File: src/mpwm_pkg.sv
// shared constants and carrier types for the multiphase pwm sequencer
// assumes analog comparators and threshold detectors deliver clean levels
package mpwm_pkg;
	localparam int SYS_CLK_HZ = 20000000;
	// default switching period in sys_clk cycles: 20 MHz / 250 kHz
	localparam int PERIOD_CYCLES_DEF = 80;
	localparam int PERIOD_WIDTH = 16;
	localparam int NUM_PHASES = 4;
	// cycles after reset release before the strap pins are sampled
	localparam int STRAP_SETTLE_CYCLES = 4;
	localparam logic [1:0] COUNT_TWO = 2'h0;
	localparam logic [1:0] COUNT_THREE = 2'h1;
	localparam logic [1:0] COUNT_FOUR = 2'h2;

	// analog monitor comparator outputs, all active high
	typedef struct packed {
		logic supplyAboveRise;
		logic supplyBelowFall;
		logic enableAboveRise;
		logic enableBelowFall;
		logic freqSetBelowDisable;
	} power_cmp_t;

	typedef struct packed {
		logic overVoltage;
		logic diffBelowUnder;
		logic diffAboveLimit;
	} out_cmp_t;

	typedef enum logic [1:0] {
		ST_STRAP = 2'b00,
		ST_OFF = 2'b01,
		ST_RUN = 2'b10
	} run_state_t;
endpackage

File: src/phase_channel.sv
// one output channel: terminate, forced off, comparator driven rise
// assumes termination pulses are one cycle and arrive once per cycle
`timescale 1ns/1ps
`default_nettype none
module phase_channel #(
	parameter int PERIOD_WIDTH = 16
) (
	// clock and reset
	input wire logic sys_clk,
	input wire logic rst,
	// control
	input wire logic active,
	input wire logic terminate,
	input wire logic rampCross,
	input wire logic [PERIOD_WIDTH-1:0] forcedOffCycles,
	// outputs
	output logic drive,
	output logic sampleWindow
);
	logic [PERIOD_WIDTH-1:0] offCnt_q;
	logic drive_q;

	// counts down the forced off window after each falling edge
	always_ff @(posedge sys_clk or posedge rst)
	begin
		if (rst)
			offCnt_q <= '0;
		else if (!active)
			offCnt_q <= '0;
		else if (terminate)
			offCnt_q <= forcedOffCycles;
		else if (offCnt_q != '0)
			offCnt_q <= offCnt_q - 1'b1;
	end

	// termination has priority so a late crossing never stretches a pulse
	always_ff @(posedge sys_clk or posedge rst)
	begin
		if (rst)
			drive_q <= 1'b0;
		else if (!active || terminate)
			drive_q <= 1'b0;
		else if (offCnt_q == '0 && rampCross)
			drive_q <= 1'b1;
	end

	assign drive = drive_q;
	assign sampleWindow = (offCnt_q != '0);

	// a termination must open the off window and pull the output low
	property p_off_hold;
		@(posedge sys_clk) disable iff (rst)
		terminate && active |=> !drive_q && (offCnt_q != '0);
	endproperty
	a_off_hold: assert property (p_off_hold)
		else $error("forced off window missing");

	// no crossing may raise the output while the window is still open
	property p_no_early_rise;
		@(posedge sys_clk) disable iff (rst)
		!drive_q && (offCnt_q != '0) |=> !drive_q;
	endproperty
	a_no_early_rise: assert property (p_no_early_rise)
		else $error("output rose inside forced off time");
endmodule
`default_nettype wire

File: src/multiphase_pwm_sequencer.sv
// timing core of an interleaved multiphase buck controller
// assumes all inputs synchronous to sys_clk; analog thresholds outside
`timescale 1ns/1ps
`default_nettype none
// Functional notes
// - over-voltage latches crowbar output high
// - power good low below under or over limit
// - frequency-set pin low disables controller
// - enable rise starts soft start, fall disables
// - run only between supply power-on thresholds
// - third output strapped high: two channels
// - only fourth strapped high: three channels
// - no strap: four channels by default
// - cycle begins when first output terminates
// - four channels: terminations a quarter apart
// - two channels: second ends half later
// - three channels: terminations a third apart
// - forced off at least quarter cycle
// - after forced off, ramp crossing raises output
// - output high until its next termination
// - current sampled only during forced off
module multiphase_pwm_sequencer #(
	parameter int PERIOD_CYCLES = mpwm_pkg::PERIOD_CYCLES_DEF
) (
	// clock and reset
	input wire logic sys_clk,
	input wire logic rst,
	// analog monitors
	input wire mpwm_pkg::power_cmp_t powerCmp,
	input wire mpwm_pkg::out_cmp_t outCmp,
	// per-channel ramp crossing from the comparators
	input wire logic [mpwm_pkg::NUM_PHASES-1:0] rampCross,
	// strap sense on the third and fourth output pins
	input wire logic strap3In,
	input wire logic strap4In,
	// phase outputs with enables; strapped pins are never driven
	output logic phase_drive_1,
	output logic phase_drive_2,
	output logic phase_drive_3,
	output logic phase_drive_4,
	output logic [mpwm_pkg::NUM_PHASES-1:0] phaseOe,
	// current sample windows
	output logic [mpwm_pkg::NUM_PHASES-1:0] sampleWindow,
	// status and protection
	output logic softStartPulse,
	output logic running,
	output logic [1:0] channelCount,
	output logic overvoltage_crowbar_out,
	output logic power_good_out,
	output logic powerGoodOe
);
	import mpwm_pkg::*;

	localparam int PW = PERIOD_WIDTH;
	localparam logic [PW-1:0] PERIOD_M1 = PW'(PERIOD_CYCLES - 1);
	localparam logic [PW-1:0] QUARTER = PW'(PERIOD_CYCLES / 4);
	localparam logic [PW-1:0] HALF = PW'(PERIOD_CYCLES / 2);
	localparam logic [PW-1:0] THIRD = PW'(PERIOD_CYCLES / 3);
	localparam logic [PW-1:0] THIRD2 = PW'((2 * PERIOD_CYCLES) / 3);
	localparam logic [PW-1:0] QUARTER3 = PW'((3 * PERIOD_CYCLES) / 4);
	localparam logic [2:0] SETTLE = 3'(STRAP_SETTLE_CYCLES);
	// distance in cycles from the first to the second termination with four channels
	localparam int QDELAY = PERIOD_CYCLES / 4;

	// the counter must hold the period and a quarter must be nonzero
	if (PERIOD_CYCLES < 8 || PERIOD_CYCLES >= (1 << PW))
	begin : gen_bad_period
		$error("PERIOD_CYCLES out of range");
	end

	run_state_t state_q;
	logic [2:0] settle_q;
	logic [1:0] count_q;
	logic supplyOk_q;
	logic enableOn_q;
	logic [PW-1:0] phaseCnt_q;
	logic crowbar_q;
	logic powerGood_q;
	logic ssPulse_q;
	logic runOk;
	logic [NUM_PHASES-1:0] active;
	logic [NUM_PHASES-1:0] terminate;
	logic [NUM_PHASES-1:0] drive;

	// supply gate with hysteresis between the two power-on thresholds
	always_ff @(posedge sys_clk or posedge rst)
	begin
		if (rst)
			supplyOk_q <= 1'b0;
		else if (powerCmp.supplyBelowFall)
			supplyOk_q <= 1'b0;
		else if (powerCmp.supplyAboveRise)
			supplyOk_q <= 1'b1;
	end

	// enable hysteresis: rising threshold arms, falling one disarms
	always_ff @(posedge sys_clk or posedge rst)
	begin
		if (rst)
			enableOn_q <= 1'b0;
		else if (powerCmp.enableBelowFall)
			enableOn_q <= 1'b0;
		else if (powerCmp.enableAboveRise)
			enableOn_q <= 1'b1;
	end

	assign runOk = supplyOk_q && enableOn_q &&
		!powerCmp.freqSetBelowDisable;

	// strap sampled once, after a settle delay, then held until reset
	always_ff @(posedge sys_clk or posedge rst)
	begin
		if (rst)
		begin
			state_q <= ST_STRAP;
			settle_q <= 3'h0;
			count_q <= COUNT_FOUR;
			ssPulse_q <= 1'b0;
		end
		else
		begin
			ssPulse_q <= 1'b0;
			unique case (state_q)
				ST_STRAP:
				begin
					if (settle_q == SETTLE)
					begin
						state_q <= ST_OFF;
						if (strap3In)
							count_q <= COUNT_TWO;
						else if (strap4In)
							count_q <= COUNT_THREE;
						else
							count_q <= COUNT_FOUR;
					end
					else
						settle_q <= settle_q + 3'h1;
				end
				ST_OFF:
				begin
					if (runOk)
					begin
						state_q <= ST_RUN;
						ssPulse_q <= 1'b1;
					end
				end
				ST_RUN:
				begin
					if (!runOk)
						state_q <= ST_OFF;
				end
				default:
					state_q <= ST_STRAP;
			endcase
		end
	end

	// cycle counter; zero marks the first phase's termination
	always_ff @(posedge sys_clk or posedge rst)
	begin
		if (rst)
			phaseCnt_q <= '0;
		else if (state_q != ST_RUN)
			phaseCnt_q <= '0;
		else if (phaseCnt_q == PERIOD_M1)
			phaseCnt_q <= '0;
		else
			phaseCnt_q <= phaseCnt_q + 1'b1;
	end

	// termination instants per channel count; integer division trades
	// up to one cycle of skew for a single shared counter
	always_comb
	begin
		terminate = '0;
		active = '0;
		if (state_q == ST_RUN)
		begin
			terminate[0] = (phaseCnt_q == '0);
			unique case (count_q)
				COUNT_TWO:
				begin
					active = 4'h3;
					terminate[1] = (phaseCnt_q == HALF);
				end
				COUNT_THREE:
				begin
					active = 4'h7;
					terminate[1] = (phaseCnt_q == THIRD);
					terminate[2] = (phaseCnt_q == THIRD2);
				end
				default:
				begin
					active = 4'hf;
					terminate[1] = (phaseCnt_q == QUARTER);
					terminate[2] = (phaseCnt_q == HALF);
					terminate[3] = (phaseCnt_q == QUARTER3);
				end
			endcase
		end
	end

	genvar g;
	generate
		for (g = 0; g < NUM_PHASES; g++)
		begin : gen_ch
			phase_channel #(
				.PERIOD_WIDTH(PW)
			) u_ch (
				.sys_clk(sys_clk),
				.rst(rst),
				.active(active[g]),
				.terminate(terminate[g]),
				.rampCross(rampCross[g]),
				.forcedOffCycles(QUARTER),
				.drive(drive[g]),
				.sampleWindow(sampleWindow[g])
			);
		end
	endgenerate

	assign phase_drive_1 = drive[0];
	assign phase_drive_2 = drive[1];
	assign phase_drive_3 = drive[2];
	assign phase_drive_4 = drive[3];
	// strapped pins stay released so the strap level is never fought
	assign phaseOe = active | ((state_q == ST_STRAP) ? 4'h0 : 4'h3);

	// crowbar latches until reset; nothing else clears it
	always_ff @(posedge sys_clk or posedge rst)
	begin
		if (rst)
			crowbar_q <= 1'b0;
		else if (outCmp.overVoltage)
			crowbar_q <= 1'b1;
	end

	// power good also low while not running
	always_ff @(posedge sys_clk or posedge rst)
	begin
		if (rst)
			powerGood_q <= 1'b0;
		else
			powerGood_q <= (state_q == ST_RUN) && !outCmp.diffBelowUnder &&
				!outCmp.diffAboveLimit;
	end

	assign overvoltage_crowbar_out = crowbar_q;
	assign power_good_out = 1'b0;
	assign powerGoodOe = !powerGood_q;
	assign softStartPulse = ssPulse_q;
	assign running = (state_q == ST_RUN);
	assign channelCount = count_q;

	property p_crowbar;
		@(posedge sys_clk) disable iff (rst)
		outCmp.overVoltage |=> crowbar_q [*3];
	endproperty
	a_crowbar: assert property (p_crowbar)
		else $error("crowbar did not latch");

	property p_power_good_out;
		@(posedge sys_clk) disable iff (rst)
		(outCmp.diffBelowUnder || outCmp.diffAboveLimit) |=> powerGoodOe;
	endproperty
	a_power_good_out: assert property (p_power_good_out)
		else $error("power good not pulled low");

	property p_fsdis;
		@(posedge sys_clk) disable iff (rst)
		powerCmp.freqSetBelowDisable && state_q == ST_RUN |=>
			state_q == ST_OFF;
	endproperty
	a_fsdis: assert property (p_fsdis)
		else $error("disable pin ignored");

	property p_ss;
		@(posedge sys_clk) disable iff (rst)
		$rose(running) |-> softStartPulse;
	endproperty
	a_ss: assert property (p_ss)
		else $error("no soft start pulse");

	property p_supply;
		@(posedge sys_clk) disable iff (rst)
		!supplyOk_q |=> !running;
	endproperty
	a_supply: assert property (p_supply)
		else $error("running without supply");

	property p_idle_low;
		@(posedge sys_clk) disable iff (rst)
		!running |=> (drive == 4'h0);
	endproperty
	a_idle_low: assert property (p_idle_low)
		else $error("output high while idle");

	property p_strap_fixed;
		@(posedge sys_clk) disable iff (rst)
		state_q != ST_STRAP |=> $stable(count_q);
	endproperty
	a_strap_fixed: assert property (p_strap_fixed)
		else $error("channel count changed");

	property p_two_ch;
		@(posedge sys_clk) disable iff (rst)
		count_q == COUNT_TWO |-> drive[3:2] == 2'h0;
	endproperty
	a_two_ch: assert property (p_two_ch)
		else $error("inactive channel driven");

	// looks back from the second termination so that a short stop and
	// restart of the run cannot raise a false alarm
	property p_spacing;
		@(posedge sys_clk) disable iff (rst)
		terminate[1] && count_q == COUNT_FOUR |->
			$past(terminate[0], QDELAY);
	endproperty
	a_spacing: assert property (p_spacing)
		else $error("second phase not a quarter later");
endmodule
`default_nettype wire

File: config.mk
export PLATFORM = sky130hd
export DESIGN_NAME = multiphase_pwm_sequencer
export DESIGN_NICKNAME = d
export VERILOG_FILES = /design/src/mpwm_pkg.sv /design/src/phase_channel.sv /design/src/multiphase_pwm_sequencer.sv
export SDC_FILE = /design/constraint.sdc
export NUM_CORES = 1
export LEC_CHECK = 0
export BUFFER_PORTS_ARGS = -buffer_cell sky130_fd_sc_hd__buf_2
export CAP_MARGIN = 20
export CORE_ASPECT_RATIO = 0.75
export CORE_MARGIN = 10
export CORE_UTILIZATION = 59
export CTS_CLUSTER_DIAMETER = 60
export CTS_CLUSTER_SIZE = 12
export DETAILED_ROUTE_END_ITERATION = 8
export GPL_TIMING_DRIVEN = 0
export PLACE_DENSITY = 0.78
export SLEW_MARGIN = 30
export SYNTH_ARGS = -nofsm -noshare
export SYNTH_HDL_FRONTEND = slang
export SYNTH_SLANG_ARGS = --single-unit
File: constraint.sdc
create_clock -name sys_clk -period 5.3 [get_ports sys_clk]
set_input_delay 0.795 -clock sys_clk [delete_from_list [all_inputs] [get_ports sys_clk]]
set_output_delay 0.795 -clock sys_clk [all_outputs]
set_load 0.01 [all_outputs]
Word level (Yosys, flattened, before mapping) --
Index checks and enable logic that the tools add are counted.
Cells by class: $add $sub $neg 6, eq/ne operators 18, mux-type cells 41, bitwise gates (word level) 2, reductions and logical operators 41
Operator list (count):
- $mux 16 | 14
- $logic_not 16->1 | 5
- $reduce_bool 16->1 | 4
- $sub 16x1->16 const B | 4
- $eq 16x6->1 const B | 3
- $eq 16x5->1 const B | 2
- $add 16x1->16 const B | 1
- $eq 16x7->1 const B | 1
- $mux 1 | 15
- $mux 2 | 6
- $ne 3x1->1 const B | 4
- $reduce_bool 2->1 | 6
- $logic_and 1x1->1 | 8
- $logic_not 1->1 | 8
- $mux 4 | 2
- $ne 2x2->1 const B | 4
- $pmux 4 s2 | 1
- $pmux 2 s3 | 1
- $eq 2x1->1 const B | 2
- $logic_not 2->1 | 2
- $logic_or 1x1->1 | 4
- $or 4x2->4 | 1
- $pmux 1 s2 | 2
- $reduce_and 2->1 | 2
- 6 further kinds | 6
Word-level totals: register bits 96, bits of input ports 16, output and inout bits 19, logic and storage cells 125

Depth between registers and ports, before layout --
word-level depth 6, gate-level depth with buffers 10

Hierarchy --
A second synthesis with hierarchy kept.
Unflattened totals: cells, all modules 608, area, all modules 5731.7 um2
Modules (own cells, without submodules):
- phase_channel (gen_ch[1].u_ch ...) | times used 2, cells each 111, area each 1048.5 um2
- multiphase_pwm_sequencer | times used 1, cells each 164, area each 1544.0 um2
- phase_channel (gen_ch[3].u_ch) | times used 1, cells each 112, area each 1079.8 um2
- phase_channel (gen_ch[0].u_ch) | times used 1, cells each 110, area each 1011.0 um2

Worst setup path before layout --
OpenSTA, ideal clock, no wires.
path type reg-to-output, start reg gen_ch[3].u_ch.offCnt_q[6], end out sampleWindow[3] (netlist bit), data arrival time 1.812 ns, slack 2.693 ns, cell stages (with the launch flop) 6, cells stage by stage dfrtp_1 > or4_4 > or4_4 > nor2_4 > inv_4 > buf_4
On the way: cells in the longest elaborated chain, start to end 1
Ends and longest elaborated chain:
- start: declaration | line phase_channel.sv:20 | logic [PERIOD_WIDTH-1:0] offCnt_q;
- start signal: assignment | line phase_channel.sv:31 | offCnt_q <= forcedOffCycles;
- start signal: assignment | line phase_channel.sv:33 | offCnt_q <= offCnt_q - 1'b1;
- $reduce_bool 16->1 | line phase_channel.sv:48 | assign sampleWindow = (offCnt_q != '0);
- end: declaration | line multiphase_pwm_sequencer.sv:43 | output logic [mpwm_pkg::NUM_PHASES-1:0] sampleWindow,
No other way between the ends.

Final worst setup path --
start reg gen_ch[0].u_ch.offCnt_q[8], end out sampleWindow[0] (netlist bit)
On the way: cells in the longest elaborated chain, start to end 1
Ends and longest elaborated chain (line):
- start: declaration | phase_channel.sv:20
- start signal: assignment | phase_channel.sv:31
- start signal: assignment | phase_channel.sv:33
- $reduce_bool 16->1 | phase_channel.sv:48
No other way between the ends.

==> results.toml <==
[clock_network]
ctsResizeCount = 0
cts_setup_buffers = 0
ctsLongestPathBuffers = 2
clk_latency_ns = 0.34
htreeDepth = 3
cts_buffers = 9
holdBufCountCts = 0
clk_pin_slew_ns = 0.06
root_buffer = "clkbuf_16"
cts_tree = "yes"
clock_sinks = 96

[floorplan]
core-area_um2 = 8060
io_pins = 35
die_y_um = 99.5
die_width_um = 126
dieArea_um2 = 12500
start_util_pct = 61.6
rows = 28

[worst_setup_path]
path_class = "reg -> out"
cp_slowest_cell = "nor4_1"
crit_buf_inv = 5
endpoint_kind = "output pin"
cpPeakStageDelay_ns = 0.45
cp_top_family = "simple AND/OR/NAND/NOR gates"
worstSetupStartpointType = "flop"
cp_common_cell = "buf_4"
cp_max_fo = 10
required_ns = 4.51
cp.arrival_ns = 2.44
crit_path_cell_trace = "or3_4 > nor4_1 > and3_1 > buf_4 > inv_2 > buf_6 > buf_4 > buf_2"

[detailed_routing]
drt_iter0_drc = 281
vias = 3813
firstDrtPassIters = 5
drtAntennaViolNets = 0
drt-total-wl_um = 10000
wl_per_cell_um = 14.7
remaining_drc_errors = 0
viasPerCell = 5.62

[finish]
final_common_cell = "nor2_1"
layout.cells.non_filler = 679
fin_nets = 594
layout_common_cells = "nor2_1, dfrtp_1, nand2_1, buf_2, a21oi_1"
layout-drive-gt1-share_pct = 15.2
antenna_cells = 0
areaGrowthSynthToFinish_pct = 11.8

[timing]
setup_viol = 0
fin_skew_ns = 0.00683
rsz0062_at_grt = "no"
fmax_mhz = 310
slew_viol_final = 0
max-slew-margin-rel_pct = 47.0
fin_crit_sh_pct = 60.9
worst_slew_pin_slew_ns = 0.788
min_period_ns = 3.23
setup-tns-final_ns = 0
hold_viol = 0

[place]
gp_congestion = 0.841
hpwl_um = 7140
placedCellCount = 663
io_buffers = 33

[power]
p_leak_uw = 0.00254
power_per_cell_area_nw_per_um2 = 279
ir_worst_vdd_v = 0.000262

[yosys]
synth_edf_count = 0
ys_types = 54
synth_flop_cell = "dfrtp_1"
synth_nets = 549
syn_inst = 524
synthArstFlopShare_pct = 100
yosysSeqAreaShare_pct = 48.4
yosys_warnings = 0
avgSynthCellArea_um2 = 9.48
ys_ff_latch = 96
netlist_area_um2 = 4970

[global_routing]
grt_pass1_wl_um = 17600
grt_pass1_vias = 3804
overflow = 0
grtUsageTotal_pct = 16.5
grt_max_degree = 63
antenna_found_initial = 0

[outcome]
status = "complete, no violations"

[job]
cap_violations = 0

[worst_hold_path]
hold_path.class = "in -> async"
==> routing by layer <==
metal / wire, um / track usage, % / vias up / share of wire [%]
li1: - / - / 1880 / -
met1: 4740 / 21.6 / 1846 / 47
met2: 4710 / 26.2 / 73 / 47
met3: 432 / 5.04 / 14 / 4.3
met4: 109 / 4.19 / 0 / 1.1
met5: 0 / 0 / - / 0
==> cell usage after synthesis (11+ instances only) <==
cell / instances / area (um^2)
nor2_1: 97 / 364
a21oi_1: 31 / 155
nand2_1: 35 / 131
nand3_1: 19 / 95.1
xor2_1: 30 / 263
inv_1: 24 / 90.1
xnor2_1: 20 / 175
nor3_1: 20 / 100
o21ai_0: 14 / 70.1
buf_4: 11 / 82.6
dfrtp_1: 95 / 2380
nor4_1: 11 / 68.8
==> kinds of logic after synthesis <==
kind of cell / synth area share, %
simple gates: 27.6
flops: 48.4
compound gates: 7.11
xor+xnor: 8.82
buf+inv: 4.33
fa+ha+maj: 2.27
mux: 1.44
other cells: 0.0755
==> flip-flops by register name, indices dropped and copies added, names as in the netlist <==
signal                   flops
phaseCnt_q                  16
supplyOk_q                   1
state_q                      2
overvoltage_crowbar_out      1
enableOn_q                   1
channelCount                 2
gen_ch.u_ch.offCnt_q        64
powerGood_q                  1
gen_ch.u_ch.drive            4
softStartPulse               1
settle_q                     3
==> through the flow <==
step / util [%] / power, uW / worst slack [ns] / hold slack, ns / area (um^2)
finish: 68.9 / 1550 / 2.07 / 0.433 / 5550
global route: 68.9 / 1630 / 1.88 / 0.447 / 5550
CTS: 68.9 / 1570 / 2.04 / 0.441 / 5550
detailed placement: 65.7 / 988 / 2.42 / 0.453 / 5300
global placement: 65.3 / 973 / 0.892 / 0.446 / 5260
floorplan: - / 928 / 2.00 / 0.459 / 4970
==> area by class of cell <==
type	count	area (um^2)
timing repair buffer	34	193
inverter	26	105
multi-input combinational	385	2350
tap	105	131
clock inverter	4	22.5
sequential	96	2400
clock buffer	12	236
fill	611	2500
buffer	17	115
==> worst paths after layout <==
| path | startpoint | endpoint | slack, ns | cells after the start |
|---|---|---|---|---|
| min in group sys_clk | overvoltage_crowbar_out$_DFFE_PP0P_ | overvoltage_crowbar_out$_DFFE_PP0P_ | 0.47 | 1 |
| min reg2reg | overvoltage_crowbar_out$_DFFE_PP0P_ | overvoltage_crowbar_out$_DFFE_PP0P_ | 0.47 | 1 |
| max reg2reg | phaseCnt_q[9]$_DFF_PP0_ | gen_ch[1].u_ch.offCnt_q[0]$_DFFE_PP0P_ | 2.92 | 7 |
| max in group asynchronous | rst | channelCount[1]$_DFFE_PP1P_ | 4.22 | 3 |
| min | rst | gen_ch[1].u_ch.offCnt_q[8]$_DFFE_PP0P_ | 0.43 | 2 |
| max | gen_ch[0].u_ch.offCnt_q[8]$_DFFE_PP0P_ | sampleWindow[0] | 2.07 | 8 |
==> power by group <==
part / switching [uW] / internal [uW] / leakage, uW / total [uW]
Sequential: 26.5 / 762 / 0.00132 / 789
Combinational: 108 / 77.5 / 0.00110 / 186
Clock: 262 / 316 / 0.000126 / 578
No activity file was read; power rests on OpenSTA's default activity.
